$ cat config.mk
export PLATFORM = sky130hd
export DESIGN_NAME = ptb_time_base
export DESIGN_NICKNAME = d
export VERILOG_FILES = /design/src/inc/ptb_pkg.sv /design/src/hdl/ptb_time_base.sv
export VERILOG_INCLUDE_DIRS = /design/src /design/src/inc
export SDC_FILE = /design/constraint.sdc
export NUM_CORES = 1
export LEC_CHECK = 0
export CAP_MARGIN = 25
export CORE_UTILIZATION = 55
export CTS_CLUSTER_DIAMETER = 120
export CTS_CLUSTER_SIZE = 30
export DETAILED_ROUTE_END_ITERATION = 7
export DONT_BUFFER_PORTS = 1
export GPL_TIMING_DRIVEN = 0
export PLACE_DENSITY = 0.75
export SETUP_SLACK_MARGIN = 0.4
export SYNTH_ARGS = -nofsm -noshare
export SYNTH_HDL_FRONTEND = slang
export SYNTH_SLANG_ARGS = --single-unit
$ cat constraint.sdc
create_clock -name sys_clk -period 4.05 [get_ports sys_clk]
set_input_delay 0.405 -clock sys_clk [delete_from_list [all_inputs] [get_ports sys_clk]]
set_output_delay 0.405 -clock sys_clk [all_outputs]
set_load 0.02 [all_outputs]
$ cat src/inc/ptb_defines.svh
// register map, field positions, reset values and trigger write mask of the pwm time base
// assumes inclusion by bare name from design and bench files
`ifndef PTB_DEFINES_SVH
`define PTB_DEFINES_SVH

`define PTB_ADDR_W        4
`define PTB_DATA_W        8
`define PTB_IDX_CTRL0     4'h0
`define PTB_IDX_CTRL1     4'h1
`define PTB_IDX_TRIGUPD   4'h2
`define PTB_IDX_TMR_LO    4'h3
`define PTB_IDX_TMR_HI    4'h4
`define PTB_IDX_PER_LO    4'h5
`define PTB_IDX_PER_HI    4'h6
`define PTB_IDX_INTSTAT   4'h7

`define PTB_CTRL0_RESET   8'h00
`define PTB_CTRL0_MODE_LO 0
`define PTB_CTRL0_PRE_LO  2
`define PTB_CTRL0_POST_LO 4
`define PTB_CTRL1_EN_BIT  7
`define PTB_CTRL1_DIR_BIT 6
`define PTB_TRIG_RESET    8'h00
`define PTB_TRIG_SYNC_BIT 0
`define PTB_TRIG_BUFFER_UPDATE_DISABLE_BIT 1
`define PTB_TRIG_DIR_BIT  3
`define PTB_TRIG_POST_LO  4
`define PTB_TRIG_MASK     8'hfb
`define PTB_INT_FLAG_BIT  0

`endif

$ cat src/inc/ptb_pkg.sv
// types shared by the pwm time base and its bench
// assumes nothing beyond a systemverilog compiler
package ptb_pkg;
	typedef enum logic [1:0] {
		PTB_FREE_RUN   = 2'h0,
		PTB_SINGLE     = 2'h1,
		PTB_UPDOWN     = 2'h2,
		PTB_UPDOWN_DBL = 2'h3
	} ptb_mode_e;
endpackage

$ cat src/hdl/ptb_time_base.sv
// twelve-bit pwm time base with prescaler, postscaler, double-buffered period
// assumes a register master on sys_clk and compare/override logic outside
// Summary of operation
// - four-bit trigger postscale field selects 1:1 to 1:16
// - trigger direction bit picks down-count (set) or up-count (clear) triggering
// - update-disable bit blocks every buffer-to-active transfer
// - override-sync bit defers overrides to the time base boundary
// - free-running: count up to period, then zero, repeat while enabled
// - single-shot: count up, zero after match, hardware clears enable
// - up/down: count up to period, then down, then up at zero
// - read-only status bit shows one while counting down
// - up/down: compare outputs gated off until first down count
// - prescaler divides instruction clock by 1, 4, 16 or 64
// - timer or control writes and reset clear the prescaler; control writes keep the timer
// - four-bit postscaler divides events, cleared like the prescaler
// - free-running: event on every period match, postscaled
// - single-shot: one event at match, postscaler ignored
// - up/down: event when timer reaches zero and turns up
// - double-update: events at zero and at period match
// - period is twelve bits from low nibble of high byte and low byte
// - period buffer copied at reset-after-match, at zero, or while disabled
// - free-running period lasts (period plus one) times prescale ticks
// - up/down period lasts twice period times prescale ticks
// - clearing enable holds the timer value
`timescale 1ns/1ps
`default_nettype none
`include "ptb_defines.svh"

module ptb_time_base
	import ptb_pkg::*;
#(
	parameter int TMR_W = 12
) (
	input  wire logic                   sys_clk,
	input  wire logic                   rst_b,
	input  wire logic [`PTB_ADDR_W-1:0] regAddr,
	input  wire logic [`PTB_DATA_W-1:0] regWrData,
	input  wire logic                   regWrStb,
	input  wire logic                   regRdStb,
	input  wire logic                   overrideWrite,
	output logic      [`PTB_DATA_W-1:0] regRdData,
	output logic      [TMR_W-1:0]       baseTimerValue,
	output logic                        countDirectionStatus,
	output logic                        periodMatchPulse,
	output logic                        zeroPulse,
	output logic                        bufferUpdatePulse,
	output logic                        compareGate,
	output logic                        overrideApply,
	output logic      [3:0]             triggerPostscaleSel,
	output logic                        triggerDirectionSel,
	output logic                        timebaseEventPulse,
	output logic                        timebaseIntFlag
);

	initial begin
		if (TMR_W != 12)
			$error("ptb_time_base: period registers serve a 12-bit timer only");
	end

	// reset release through two flops
	logic rstMeta_r;
	logic rstSync_r;
	always_ff @(posedge sys_clk or negedge rst_b) begin
		if (!rst_b) begin
			rstMeta_r <= 1'b0;
			rstSync_r <= 1'b0;
		end else begin
			rstMeta_r <= 1'b1;
			rstSync_r <= rstMeta_r;
		end
	end
	wire logic rstN = rstSync_r;

	function automatic logic hit(input logic [`PTB_ADDR_W-1:0] idx);
		hit = regWrStb && (regAddr == idx);
	endfunction

	wire logic wrCtrl0  = hit(`PTB_IDX_CTRL0);
	wire logic wrCtrl1  = hit(`PTB_IDX_CTRL1);
	wire logic wrTrig   = hit(`PTB_IDX_TRIGUPD);
	wire logic wrTmrLo  = hit(`PTB_IDX_TMR_LO);
	wire logic wrTmrHi  = hit(`PTB_IDX_TMR_HI);
	wire logic wrPerLo  = hit(`PTB_IDX_PER_LO);
	wire logic wrPerHi  = hit(`PTB_IDX_PER_HI);
	wire logic wrInt    = hit(`PTB_IDX_INTSTAT);
	wire logic scaleClr = wrCtrl0 || wrCtrl1 || wrTmrLo || wrTmrHi;

	// control registers
	logic [`PTB_DATA_W-1:0] ctrl0_r;
	logic [`PTB_DATA_W-1:0] trig_r;
	logic                   enable_r;
	logic                   enable_nxt;

	always_ff @(posedge sys_clk or negedge rstN) begin
		if (!rstN)
			ctrl0_r <= `PTB_CTRL0_RESET;
		else if (wrCtrl0)
			ctrl0_r <= regWrData;
	end

	always_ff @(posedge sys_clk or negedge rstN) begin
		if (!rstN)
			trig_r <= `PTB_TRIG_RESET;
		else if (wrTrig)
			trig_r <= regWrData & `PTB_TRIG_MASK;
	end

	ptb_mode_e mode;
	logic [1:0] preSel;
	logic [3:0] postSel;
	logic       updDisable;
	logic       overrideSync;
	assign mode         = ptb_mode_e'(ctrl0_r[`PTB_CTRL0_MODE_LO +: 2]);
	assign preSel       = ctrl0_r[`PTB_CTRL0_PRE_LO +: 2];
	assign postSel      = ctrl0_r[`PTB_CTRL0_POST_LO +: 4];
	assign updDisable   = trig_r[`PTB_TRIG_BUFFER_UPDATE_DISABLE_BIT];
	assign overrideSync = trig_r[`PTB_TRIG_SYNC_BIT];
	wire logic upDownMode = (mode == PTB_UPDOWN) || (mode == PTB_UPDOWN_DBL);

	// prescaler: terminal count 0, 3, 15 or 63
	logic [5:0] preCnt_r;
	logic [5:0] preTerm;
	always_comb begin
		case (preSel)
			2'h0: preTerm = 6'h00;
			2'h1: preTerm = 6'h03;
			2'h2: preTerm = 6'h0f;
			default: preTerm = 6'h3f;
		endcase
	end
	wire logic tick = enable_r && (preCnt_r >= preTerm);

	always_ff @(posedge sys_clk or negedge rstN) begin
		if (!rstN)
			preCnt_r <= 6'h00;
		else if (scaleClr || !enable_r || tick)
			preCnt_r <= 6'h00;
		else
			preCnt_r <= preCnt_r + 6'h01;
	end

	// period buffer and active period
	logic [TMR_W-1:0] perBuf_r;
	logic [TMR_W-1:0] period_r;
	always_ff @(posedge sys_clk or negedge rstN) begin
		if (!rstN)
			perBuf_r <= '0;
		else if (wrPerLo)
			perBuf_r[7:0] <= regWrData;
		else if (wrPerHi)
			perBuf_r[11:8] <= regWrData[3:0];
	end

	// timer core
	logic [TMR_W-1:0] tmr_r;
	logic             down_r;
	logic             matchEv;
	logic             zeroEv;
	logic             boundary;
	wire logic atPeriod = (tmr_r >= period_r);

	always_comb begin
		matchEv  = 1'b0;
		zeroEv   = 1'b0;
		boundary = 1'b0;
		if (tick) begin
			if (!upDownMode) begin
				matchEv  = atPeriod;
				boundary = atPeriod;
			end else if (!down_r) begin
				matchEv = atPeriod;
			end else if (tmr_r <= {{(TMR_W-1){1'b0}}, 1'b1}) begin
				zeroEv   = 1'b1;
				boundary = 1'b1;
			end
		end
	end

	always_ff @(posedge sys_clk or negedge rstN) begin
		if (!rstN) begin
			tmr_r  <= '0;
			down_r <= 1'b0;
		end else if (wrTmrLo) begin
			tmr_r[7:0] <= regWrData;
		end else if (wrTmrHi) begin
			tmr_r[11:8] <= regWrData[3:0];
		end else if (tick) begin
			if (!upDownMode) begin
				down_r <= 1'b0;
				if (atPeriod)
					tmr_r <= '0;
				else
					tmr_r <= tmr_r + 1'b1;
			end else if (!down_r) begin
				if (atPeriod && (period_r != '0)) begin
					down_r <= 1'b1;
					tmr_r  <= tmr_r - 1'b1;
				end else if (!atPeriod) begin
					tmr_r <= tmr_r + 1'b1;
				end
			end else begin
				tmr_r <= zeroEv ? '0 : tmr_r - 1'b1;
				if (zeroEv)
					down_r <= 1'b0;
			end
		end
	end

	wire logic loadPeriod = !updDisable && (boundary || !enable_r);
	always_ff @(posedge sys_clk or negedge rstN) begin
		if (!rstN)
			period_r <= '0;
		else if (loadPeriod)
			period_r <= perBuf_r;
	end

	// enable: hardware clears it after the single-shot match
	always_comb begin
		enable_nxt = enable_r;
		if (wrCtrl1)
			enable_nxt = regWrData[`PTB_CTRL1_EN_BIT];
		else if (matchEv && (mode == PTB_SINGLE))
			enable_nxt = 1'b0;
	end
	always_ff @(posedge sys_clk or negedge rstN) begin
		if (!rstN)
			enable_r <= 1'b0;
		else
			enable_r <= enable_nxt;
	end

	// compare gate held off until first down count in up/down modes
	logic gate_r;
	always_ff @(posedge sys_clk or negedge rstN) begin
		if (!rstN)
			gate_r <= 1'b0;
		else if (!upDownMode)
			gate_r <= 1'b1;
		else if (!enable_r)
			gate_r <= 1'b0;
		else if (down_r)
			gate_r <= 1'b1;
	end

	// postscaler on time-base events
	wire logic rawEv = zeroEv || (matchEv && (mode != PTB_UPDOWN));
	logic [3:0] postCnt_r;
	logic       postOut;
	assign postOut = rawEv && ((mode == PTB_SINGLE) || (postCnt_r == postSel));
	always_ff @(posedge sys_clk or negedge rstN) begin
		if (!rstN)
			postCnt_r <= 4'h0;
		else if (scaleClr)
			postCnt_r <= 4'h0;
		else if (rawEv && (mode != PTB_SINGLE))
			postCnt_r <= (postCnt_r == postSel) ? 4'h0 : postCnt_r + 4'h1;
	end

	// sticky flag, set wins over a clear in the same cycle
	logic intFlag_r;
	always_ff @(posedge sys_clk or negedge rstN) begin
		if (!rstN)
			intFlag_r <= 1'b0;
		else if (postOut)
			intFlag_r <= 1'b1;
		else if (wrInt && regWrData[`PTB_INT_FLAG_BIT])
			intFlag_r <= 1'b0;
	end

	// override apply: immediate or held to the next period boundary
	logic ovrPend_r;
	logic ovrApply_r;
	always_ff @(posedge sys_clk or negedge rstN) begin
		if (!rstN) begin
			ovrPend_r  <= 1'b0;
			ovrApply_r <= 1'b0;
		end else if (!overrideSync) begin
			ovrPend_r  <= 1'b0;
			ovrApply_r <= overrideWrite || ovrPend_r;
		end else begin
			ovrApply_r <= boundary && (ovrPend_r || overrideWrite);
			ovrPend_r  <= (ovrPend_r || overrideWrite) && !boundary;
		end
	end

	// registered event outputs
	logic matchOut_r;
	logic zeroOut_r;
	logic updOut_r;
	logic evOut_r;
	always_ff @(posedge sys_clk or negedge rstN) begin
		if (!rstN) begin
			matchOut_r <= 1'b0;
			zeroOut_r  <= 1'b0;
			updOut_r   <= 1'b0;
			evOut_r    <= 1'b0;
		end else begin
			matchOut_r <= matchEv;
			zeroOut_r  <= zeroEv;
			updOut_r   <= !updDisable && (boundary || (matchEv && mode == PTB_UPDOWN_DBL));
			evOut_r    <= postOut;
		end
	end

	// read port, data valid only in the cycle after the strobe
	logic [`PTB_DATA_W-1:0] rdData_r;
	logic [`PTB_DATA_W-1:0] rdMux;
	always_comb begin
		rdMux = 8'h00;
		if (regAddr == `PTB_IDX_CTRL0)
			rdMux = ctrl0_r;
		else if (regAddr == `PTB_IDX_CTRL1)
			rdMux = {enable_r, down_r, 6'h00};
		else if (regAddr == `PTB_IDX_TRIGUPD)
			rdMux = trig_r;
		else if (regAddr == `PTB_IDX_TMR_LO)
			rdMux = tmr_r[7:0];
		else if (regAddr == `PTB_IDX_TMR_HI)
			rdMux = {4'h0, tmr_r[11:8]};
		else if (regAddr == `PTB_IDX_PER_LO)
			rdMux = perBuf_r[7:0];
		else if (regAddr == `PTB_IDX_PER_HI)
			rdMux = {4'h0, perBuf_r[11:8]};
		else if (regAddr == `PTB_IDX_INTSTAT)
			rdMux = {7'h00, intFlag_r};
	end
	always_ff @(posedge sys_clk or negedge rstN) begin
		if (!rstN)
			rdData_r <= 8'h00;
		else
			rdData_r <= regRdStb ? rdMux : 8'h00;
	end

	assign regRdData            = rdData_r;
	assign baseTimerValue       = tmr_r;
	assign countDirectionStatus = down_r;
	assign periodMatchPulse     = matchOut_r;
	assign zeroPulse            = zeroOut_r;
	assign bufferUpdatePulse    = updOut_r;
	assign compareGate          = gate_r;
	assign overrideApply        = ovrApply_r;
	assign triggerPostscaleSel  = trig_r[`PTB_TRIG_POST_LO +: 4];
	assign triggerDirectionSel  = trig_r[`PTB_TRIG_DIR_BIT];
	assign timebaseEventPulse   = evOut_r;
	assign timebaseIntFlag      = intFlag_r;

endmodule
`default_nettype wire

==> results.toml, run 1 <==
[sta]
drv_slew = 0
finalSetupViolCount = 0
slew_headroom_pct = 46.0
period_needed_ps = 3330
tns_ps = 0
fmax_mhz = 300
hold_viol = 0
post-route-period-util_pct = 82.2
clock_skew_ps = 19.0
worst_pin_slew_ps = 807
rsz0062_at_grt = "false"

[cells_and_area]
post-route-util_pct = 62.4
layout-drive-gt1-share_pct = 12.6
multi_input_area_um2 = 2590
seq_area_um2 = 2030
finalNetCount = 559
diodes = 0
design_area_um2 = 5230
area_growth_pct = 7.79
nFillCells = 714

[routing]
routed_wl_um = 13200
firstDrtPassIters = 5
wl_met2_um = 6000
wl_met3_um = 1190
met1_length_um = 5720
drt_iter0_markers = 366
wl_per_cell_um = 21.0
vias = 4120
vias_per_cell = 6.55
remaining_drc_errors = 0
dr.max_layer_used = "met4"
ant_nets = 0

[logic_synthesis]
syn_nets = 546
synthFlopType = "dfrtp_1"
synth-edff-count = 0
yosysTopAreaCellShare_pct = 41.8
synthMuxAreaShare_pct = 12.7
synthXorXnorAreaFrac_pct = 1.80
yosys.area_share.simple_pct = 17.9
synth_warnings = 0
synth-adder-area-share_pct = 5.93
netlist_area_um2 = 4850
seq_area_frac_synth_pct = 41.8
synth_compound_area_share_pct = 14.9
syn_inst = 506
synthArstFlopShare_pct = 100
synth_area_leaders = "dfrtp_1 42%, mux2_2 6.3%, ha_1 5.9%, mux2i_1 4.1%, nor2_1 3.6%"
synth_cell_types = 60
ys_ff_latch = 81
synth_top_area_cell = "dfrtp_1"
synth_top_family_by_area = "simple AND/OR/NAND/NOR gates"
avgSynthCellArea_um2 = 9.59

[cts]
clk_latency_ps = 370
cts_setup_buffers = 0
cts_tree = "done"
clock-root-buffer = "clkbuf_8"
cts.path.max_buffers = 2
htreeDepth = 3
cts_resized = 0
numCtsBuffers = 9
clk_pin_slew_worst_paths_ps = 100
cts.sinks = 81
hold_buffers = 1

[die]
start_util_pct = 57.9
io_pins = 50
die_y_um = 95.9
coreArea_um2 = 8380
dieArea_um2 = 9200
die_w_um = 95.9
placementRows = 33

[grt]
grt_pass1_vias = 3918
antenna_found_initial = 1
grt.total_usage_pct = 31.6
grt_pass1_wl_um = 21200
grt-ovfl-total = 0
grt_max_degree = 46

[status]
status = "completed"

[setup_path]
cp-end-kind = "flop"
cp_max_fo = 10
crit_start = "baseTimerValue[0]"
start_kind = "flop"
crit_arrival_ps = 3560
ff2ff_setup_slack_ps = 720
path_class = "flop to flop"
required_ps = 4280
regToRegStartpoint = "baseTimerValue[0]"

[placed_design]
io_buffers = 0
gp_congestion = 1.00
post_dp_cell_area_um2 = 5020
post-dp-hpwl_um = 9750

[hold_path]
hp-class = "primary input to flop"
min_from = "regRdStb"

[run]
cap_viol_max_count = 0

[power]
ir_drop_uv = 294
p_per_area_nw_per_um2 = 643
power.leakage_nw = 2.29
fin_total_pwr_w = 0.00336
per-layer routing:
layer  vias to the layer above  track usage (%)
met5                         -                0
met4                         0             10.7
met3                        30             6.87
met2                       231             48.3
met1                      1994             44.5
li1                       1865                -
logic make-up (layout without fill, tap and decap cells):
logic type	after synthesis	after routing
AND/OR/NAND/NOR	173	173
AO/OA/AOI/OAI	107	107
flip-flops	81	81
multiplexers	56	56
buffers and inverters	55	73
adder cells (fa/ha/maj)	23	23
XOR/XNOR	10	10
other	1	1
report_power, final:
group	total (W)	switching, W	internal [W]
Combinational	0.00133	0.000789	0.000538
Clock	0.000620	0.000313	0.000308
Sequential	0.00141	0.000398	0.00102
Total	0.00336	0.00150	0.00186
critical path: stages, from the launching register on:
cell      delay [ps]
dfrtp_1          720
inv_1            210
ha_1             340
nor3b_1          190
o21ai_1          190
a211oi_1         510
o21ai_1          100
nand2_1          150
a21o_1           220
buf_4            230
mux2_1           340
placed cells by master (no fill, tap or decap), types with 8 or more instances in the layout:
cell,instances
mux2_2,27
clkbuf_8,10
nor2b_1,8
nand3_1,15
nand2b_1,10
mux2_1,8
inv_1,30
a22oi_1,8
clkbuf_1,15
ha_1,23
nand2_1,32
nor3_1,25
nor2_1,46
dfrtp_1,80
a211oi_1,8
mux2i_1,20
o21ai_0,18
a21oi_1,27
layout make-up:
cell class	instances	area share, %
Buffer	25	2.42
Clock buffer	11	2.70
Clock inverter	5	1.22
Inverter	30	2.15
Multi-Input combinational cell	370	49.5
Sequential cell	81	38.8
Tap cell	105	2.51
Timing Repair Buffer	2	0.718
cell usage after synthesis, types with 3 or more instances:
library cell and instances:
nand2b_1 10, nor3_1 25, a221oi_1 3, mux2_2 27, nand3b_1 4, o21ai_1 4, nor3b_1 4, a31oi_1 5
nand4_1 5, o22ai_1 6, nand2_1 32, inv_1 30, xor2_1 6, xnor2_1 4, or2_2 4, a22oi_1 8
nand3_1 15, nor2b_1 8, and3_1 4, clkbuf_1 14, nor2_1 46, o211ai_1 3, mux2_1 8, or3_1 4
buf_4 6, a21oi_1 27, mux2i_1 20, dfrtp_1 81, a311oi_1 4, o21ai_0 18, ha_1 23, a211oi_1 8
nor4_1 7
worst paths after layout:
| check | to | cells after the start |
|---|---|---|
| setup / recovery | period_r[8] | 10 |
| hold reg to reg | trig_r[5] | 0 |
| max in group asynchronous | regRdData[1] | 1 |
| setup reg to reg | period_r[8] | 10 |
| min in group asynchronous | rstN | 1 |
| hold / removal | regRdData[5] | 1 |
flip-flops by register name (all words and copies together), names as in the netlist, 4 cells and up:
| register | count |
|---|---|
| baseTimerValue | 12 |
| period_r | 12 |
| postCnt_r | 4 |
| perBuf_r | 12 |
| ctrl0_r | 8 |
| preCnt_r | 6 |
| trig_r | 7 |
| regRdData | 8 |
per-stage QoR:
step           hold slack [ps]  instances  setup WS, ps
2_1_floorplan              109        506          1340
3_3_place_gp               109        611           759
3_5_place_dp               109        612           771
4_1_cts                    169        629           762
5_1_grt                    165        629           500
6_report                   174        629           721
No activity file was read; power rests on OpenSTA's default activity.
==> run 2, diff against run 1 <==
==> constraint.sdc (replaced) <==
create_clock -name sys_clk -period 3.5 [get_ports sys_clk]
set_input_delay 0.35 -clock sys_clk [delete_from_list [all_inputs] [get_ports sys_clk]]
set_output_delay 0.35 -clock sys_clk [all_outputs]
set_load 0.02 [all_outputs]
==> run 2 against run 1 <==
Cell count is 1.3% higher; sequential share of layout area is 0.79 points lower; clock power is 17% higher; worst hold slack worse by 62 ps; total power is 21% higher; wire length is 1.8% higher; first-iteration DRC count is 4.4% higher; combinational power is 28% higher.
==> results.toml, run 2 (synthesized netlist as in run 1, its figures left out) <==
[status]
status = "completed"

[routing]
drt_iter0_markers = 382
vias_per_cell = 6.58
firstDrtPassIters = 7
routed_wl_um = 13500
remaining_drc_errors = 0
wl_per_cell_um = 21.1
vias = 4189
ant_nets = 0

[run]
cap_viol_max_count = 0

[setup_path]
regToRegEndpoint = "postCnt_r[3]"
ff2ff_setup_slack_ps = 460
path_class = "flop to flop"
cp_max_fo = 10
cp-end-kind = "flop"
regToRegStartpoint = "baseTimerValue[11]"
required_ps = 3780
start_kind = "flop"
reg2reg_depth = 9
crit_arrival_ps = 3320

[cells_and_area]
diodes = 0
multi_input_area_um2 = 2650
area_growth_pct = 10.4
finalNetCount = 567
layout-drive-gt1-share_pct = 16.2
seq_area_um2 = 2040
nFillCells = 699
layout_common_cells = "74 x dfrtp_1, 45 x nor2_1, 32 x nand2_1"
design_area_um2 = 5360
layout_commonest_cell = "dfrtp_1"

[hold_path]
min_to = "regRdData[5]"
min_from = "regRdStb"
hp-class = "primary input to flop"
min_path_cells = 1

[cts]
htreeDepth = 3
clk_pin_slew_worst_paths_ps = 100
cts.sinks = 81
numCtsBuffers = 9
clk_latency_ps = 370
cts_tree = "done"
cts.path.max_buffers = 2
clock-root-buffer = "clkbuf_8"

[grt]
grt.total_usage_pct = 31.6
grt_max_degree = 46
antenna_found_initial = 1
grt_pass1_wl_um = 21200
grt-ovfl-total = 0
grt_pass1_vias = 3918

[sta]
finalSetupViolCount = 0
hold_viol = 0
fmax_mhz = 329
period_needed_ps = 3040
drv_slew = 0
tns_ps = 0
rsz0062_at_grt = "false"
post-route-period-util_pct = 86.8
worst_pin_slew_ps = 813
clock_skew_ps = 17.6
slew_headroom_pct = 45.6

[die]
coreArea_um2 = 8380
placementRows = 33
io_pins = 50
dieArea_um2 = 9200
die_y_um = 95.9
die_w_um = 95.9
start_util_pct = 57.9

[placed_design]
io_buffers = 0
gp_congestion = 1.00
post-dp-hpwl_um = 9750
post_dp_cell_area_um2 = 5020

[power]
power.leakage_nw = 2.34
ir_drop_uv = 344
p_per_area_nw_per_um2 = 758
==> run 2: layout make-up <==
class | count | share of cell area, %
buffer | 25 | 2.36
clock buffer | 11 | 2.64
clock inverter | 5 | 1.19
inverter | 30 | 2.10
multi-input combinational | 370 | 49.4
sequential | 81 | 38.0
tap | 105 | 2.45
timing repair buffer | 10 | 1.82
==> run 2: through the flow <==
stage	setup slack, ps	util (%)	total power, W	instances	hold slack (ps)
after detailed placement	221	59.8	0.00315	612	54.5
after global placement	209	59.5	0.00309	611	54.5
after global routing	370	63.9	0.00432	637	110
after floorplan	788	-	0.00270	506	54.4
final	462	63.9	0.00406	637	112
after CTS	334	62.6	0.00389	629	114
==> run 2: worst max-delay path by stage <==
stage,from,to,slack [ps],depth (start not counted)
global route,baseTimerValue[11],postCnt_r[3],370,9
detailed placement,baseTimerValue[0],period_r[8],220,10
floorplan,baseTimerValue[5],period_r[10],790,9
global placement,baseTimerValue[0],period_r[3],210,10
CTS,baseTimerValue[5],baseTimerValue[4],330,7
finish,baseTimerValue[11],postCnt_r[3],460,9
==> run 2: what timing repair did <==
item                                    in CTS  in global routing
setup buffers                                0                  8
pin swaps                                    0                  3
hold endpoints to repair                     2                  0
resized for setup                            4                 13
hold buffers                                 1                  0
endpoints found under the setup margin      15                 23
==> run 2: worst max-delay path, stage by stage, from the launching register on <==
cell      delay (ps)
dfrtp_1          550
ha_1             380
nand4_1          240
a211oi_4         310
a211o_1          170
buf_4            170
nand2_1           90
a211o_1          380
or4_1            480
a21oi_1          170
==> run 2: power breakdown <==
group	total (W)	internal (W)	switching (W)
Combinational	0.00170	0.000708	0.000990
Sequential	0.00164	0.00118	0.000459
Clock	0.000723	0.000356	0.000367
Total	0.00406	0.00225	0.00182
==> run 2: layer usage <==
metal	wire, µm	track usage, %
met1	5820	44.5
met2	6170	48.3
met3	1170	6.87
met4	300	10.8
met5	0	0
==> run 3, diff against run 2 <==
--- a/config.mk
+++ b/config.mk
@@ -7,13 +7,13 @@
 export NUM_CORES = 1
 export LEC_CHECK = 0
 export CAP_MARGIN = 25
-export CORE_UTILIZATION = 55
+export CORE_UTILIZATION = 30
 export CTS_CLUSTER_DIAMETER = 120
 export CTS_CLUSTER_SIZE = 30
 export DETAILED_ROUTE_END_ITERATION = 7
 export DONT_BUFFER_PORTS = 1
 export GPL_TIMING_DRIVEN = 0
-export PLACE_DENSITY = 0.75
+export PLACE_DENSITY = 0.49
 export SETUP_SLACK_MARGIN = 0.4
 export SYNTH_ARGS = -nofsm -noshare
 export SYNTH_HDL_FRONTEND = slang
==> run 3 against run 2 <==
Cell count grew 16%; global-route usage fell by 13 points; combinational power fell by 3%; clock power grew 51%; cell area up 4.0%; non-clock buffer count fell by 6; core utilization shrank 29 points; count of clock-buffer cells in the layout stayed put; critical path type unchanged.
==> results.toml, run 3 (synthesized netlist as in run 1, its figures left out) <==
[sta]
fin_ws_ps = 526
holdWs_ps = 130
rsz0062_at_grt = "false"
tns_ps = 0
drv_slew = 0
hold_viol = 0
worst_pin_slew_ps = 804
post-route-period-util_pct = 85.0
clock_skew_ps = 9.62
period_needed_ps = 2970
fmax_mhz = 336
finalSetupViolCount = 0
slew_headroom_pct = 46.1

[setup_path]
critPathMaxStageDelay_ps = 550
cpMostUsedCell = "buf_4"
slowest_stage = "dfrtp_4"
cp-end-kind = "flop"
start_kind = "flop"
crit_arrival_ps = 3190
path_class = "flop to flop"
critical_path_buf_inv_count = 3
cp_max_fo = 10
required_ps = 3720
crit_chain = "inv_1, ha_1, nor3b_1, o21ai_2, a211oi_2, buf_4, o21ai_1, nand2_1, a21o_1, buf_4, mux2_1"
ff2ff_setup_slack_ps = 530
cpLargestDelayFamily = "compound AO/OA/AOI/OAI gates"

[cells_and_area]
layout_commonest_cell = "dfrtp_1"
design_area_um2 = 5580
area_growth_pct = 14.9
diodes = 0
nFillCells = 1595
layout-drive-gt1-share_pct = 15.0
finalNetCount = 561
layout_common_cells = "73 x dfrtp_1, 46 x nor2_1, 32 x nand2_1"

[hold_path]
hp-class = "primary input to flop"

[cts]
clock-root-buffer = "clkbuf_16"
cts_tree = "done"
cts.path.max_buffers = 2
htreeDepth = 3
numCtsBuffers = 9
cts.sinks = 81
clk_latency_ps = 350
clk_pin_slew_worst_paths_ps = 70

[routing]
routed_wl_um = 14800
ant_nets = 0
remaining_drc_errors = 0
vias_per_cell = 5.40
firstDrtPassIters = 5
wl_per_cell_um = 20.0
drt_iter0_markers = 270
vias = 4007

[die]
coreArea_um2 = 15800
placementRows = 46
die_w_um = 129
start_util_pct = 30.7
dieArea_um2 = 16700
io_pins = 50
die_y_um = 129

[grt]
grt_pass1_wl_um = 23200
antenna_found_initial = 0
grt_pass1_vias = 3997
grt.total_usage_pct = 18.8
grt-ovfl-total = 0
grt_max_degree = 53

[power]
power.leakage_nw = 2.37
ir_drop_uv = 330
p_per_area_nw_per_um2 = 787

[run]
cap_viol_max_count = 0

[status]
status = "completed"

[placed_design]
dp_slack_ps = 74.6
gp_congestion = 0.894
post-dp-hpwl_um = 11000
io_buffers = 0
post_dp_cell_area_um2 = 5150
[run 3: repair_timing]
action	in CTS	in global routing
endpoints found under the setup margin	24	18
pin swaps	0	3
hold endpoints to repair	2	0
buffers inserted	0	2
resized for setup	8	9
hold buffers	1	0
[run 3: worst paths after layout]
check                                       start           endpoint  cells past startpoint
worst max-delay path            baseTimerValue[0]        period_r[8]                     11
worst min-delay path                 regWrData[2]        perBuf_r[2]                      2
worst max register to register  baseTimerValue[0]        period_r[8]                     11
worst min register to register               rstN       regRdData[7]                      0
max in group asynchronous                    rstN  baseTimerValue[0]                      1
min in group asynchronous                   rst_b               rstN                      1
[run 3: per-layer routing]
layer | vias to the layer above | GRT usage, % | part of all wire [%]
met5 | - | 0 | 0
met2 | 146 | 29.2 | 46
li1 | 1868 | - | -
met1 | 1960 | 25.2 | 45
met4 | 0 | 8.03 | 2.6
met3 | 33 | 4.25 | 6.5
[run 3: worst reg2reg max path, delay by kind of cell (launching register included)]
family	cells	cell delay, ps
mux	1	340
compound gates	4	700
fa+ha+maj	1	310
flops	1	550
simple gates	2	410
buf+inv	3	530
[run 3: area by class of cell]
type / instances / area, µm² / area share, %
timing repair buffer: 4 / 57.6 / 1.03
clock inverter: 5 / 104 / 1.86
inverter: 30 / 113 / 2.02
buffer: 25 / 126 / 2.27
tap: 216 / 270 / 4.85
multi-input combinational: 370 / 2630 / 47.2
sequential: 81 / 2040 / 36.6
clock buffer: 11 / 233 / 4.17
[run 3: stage by stage]
stage,instances,power [W],util (%)
floorplan,506,0.00270,-
global placement,722,0.00314,32.4
detailed placement,723,0.00320,32.6
CTS,740,0.00434,34.9
global route,742,0.00466,35.2
finish,742,0.00439,35.2
[run 3: power by group]
part	switching, W	internal, W	total, W
Combinational	0.000984	0.000666	0.00165
Clock	0.000393	0.000698	0.00109
Sequential	0.000455	0.00119	0.00164
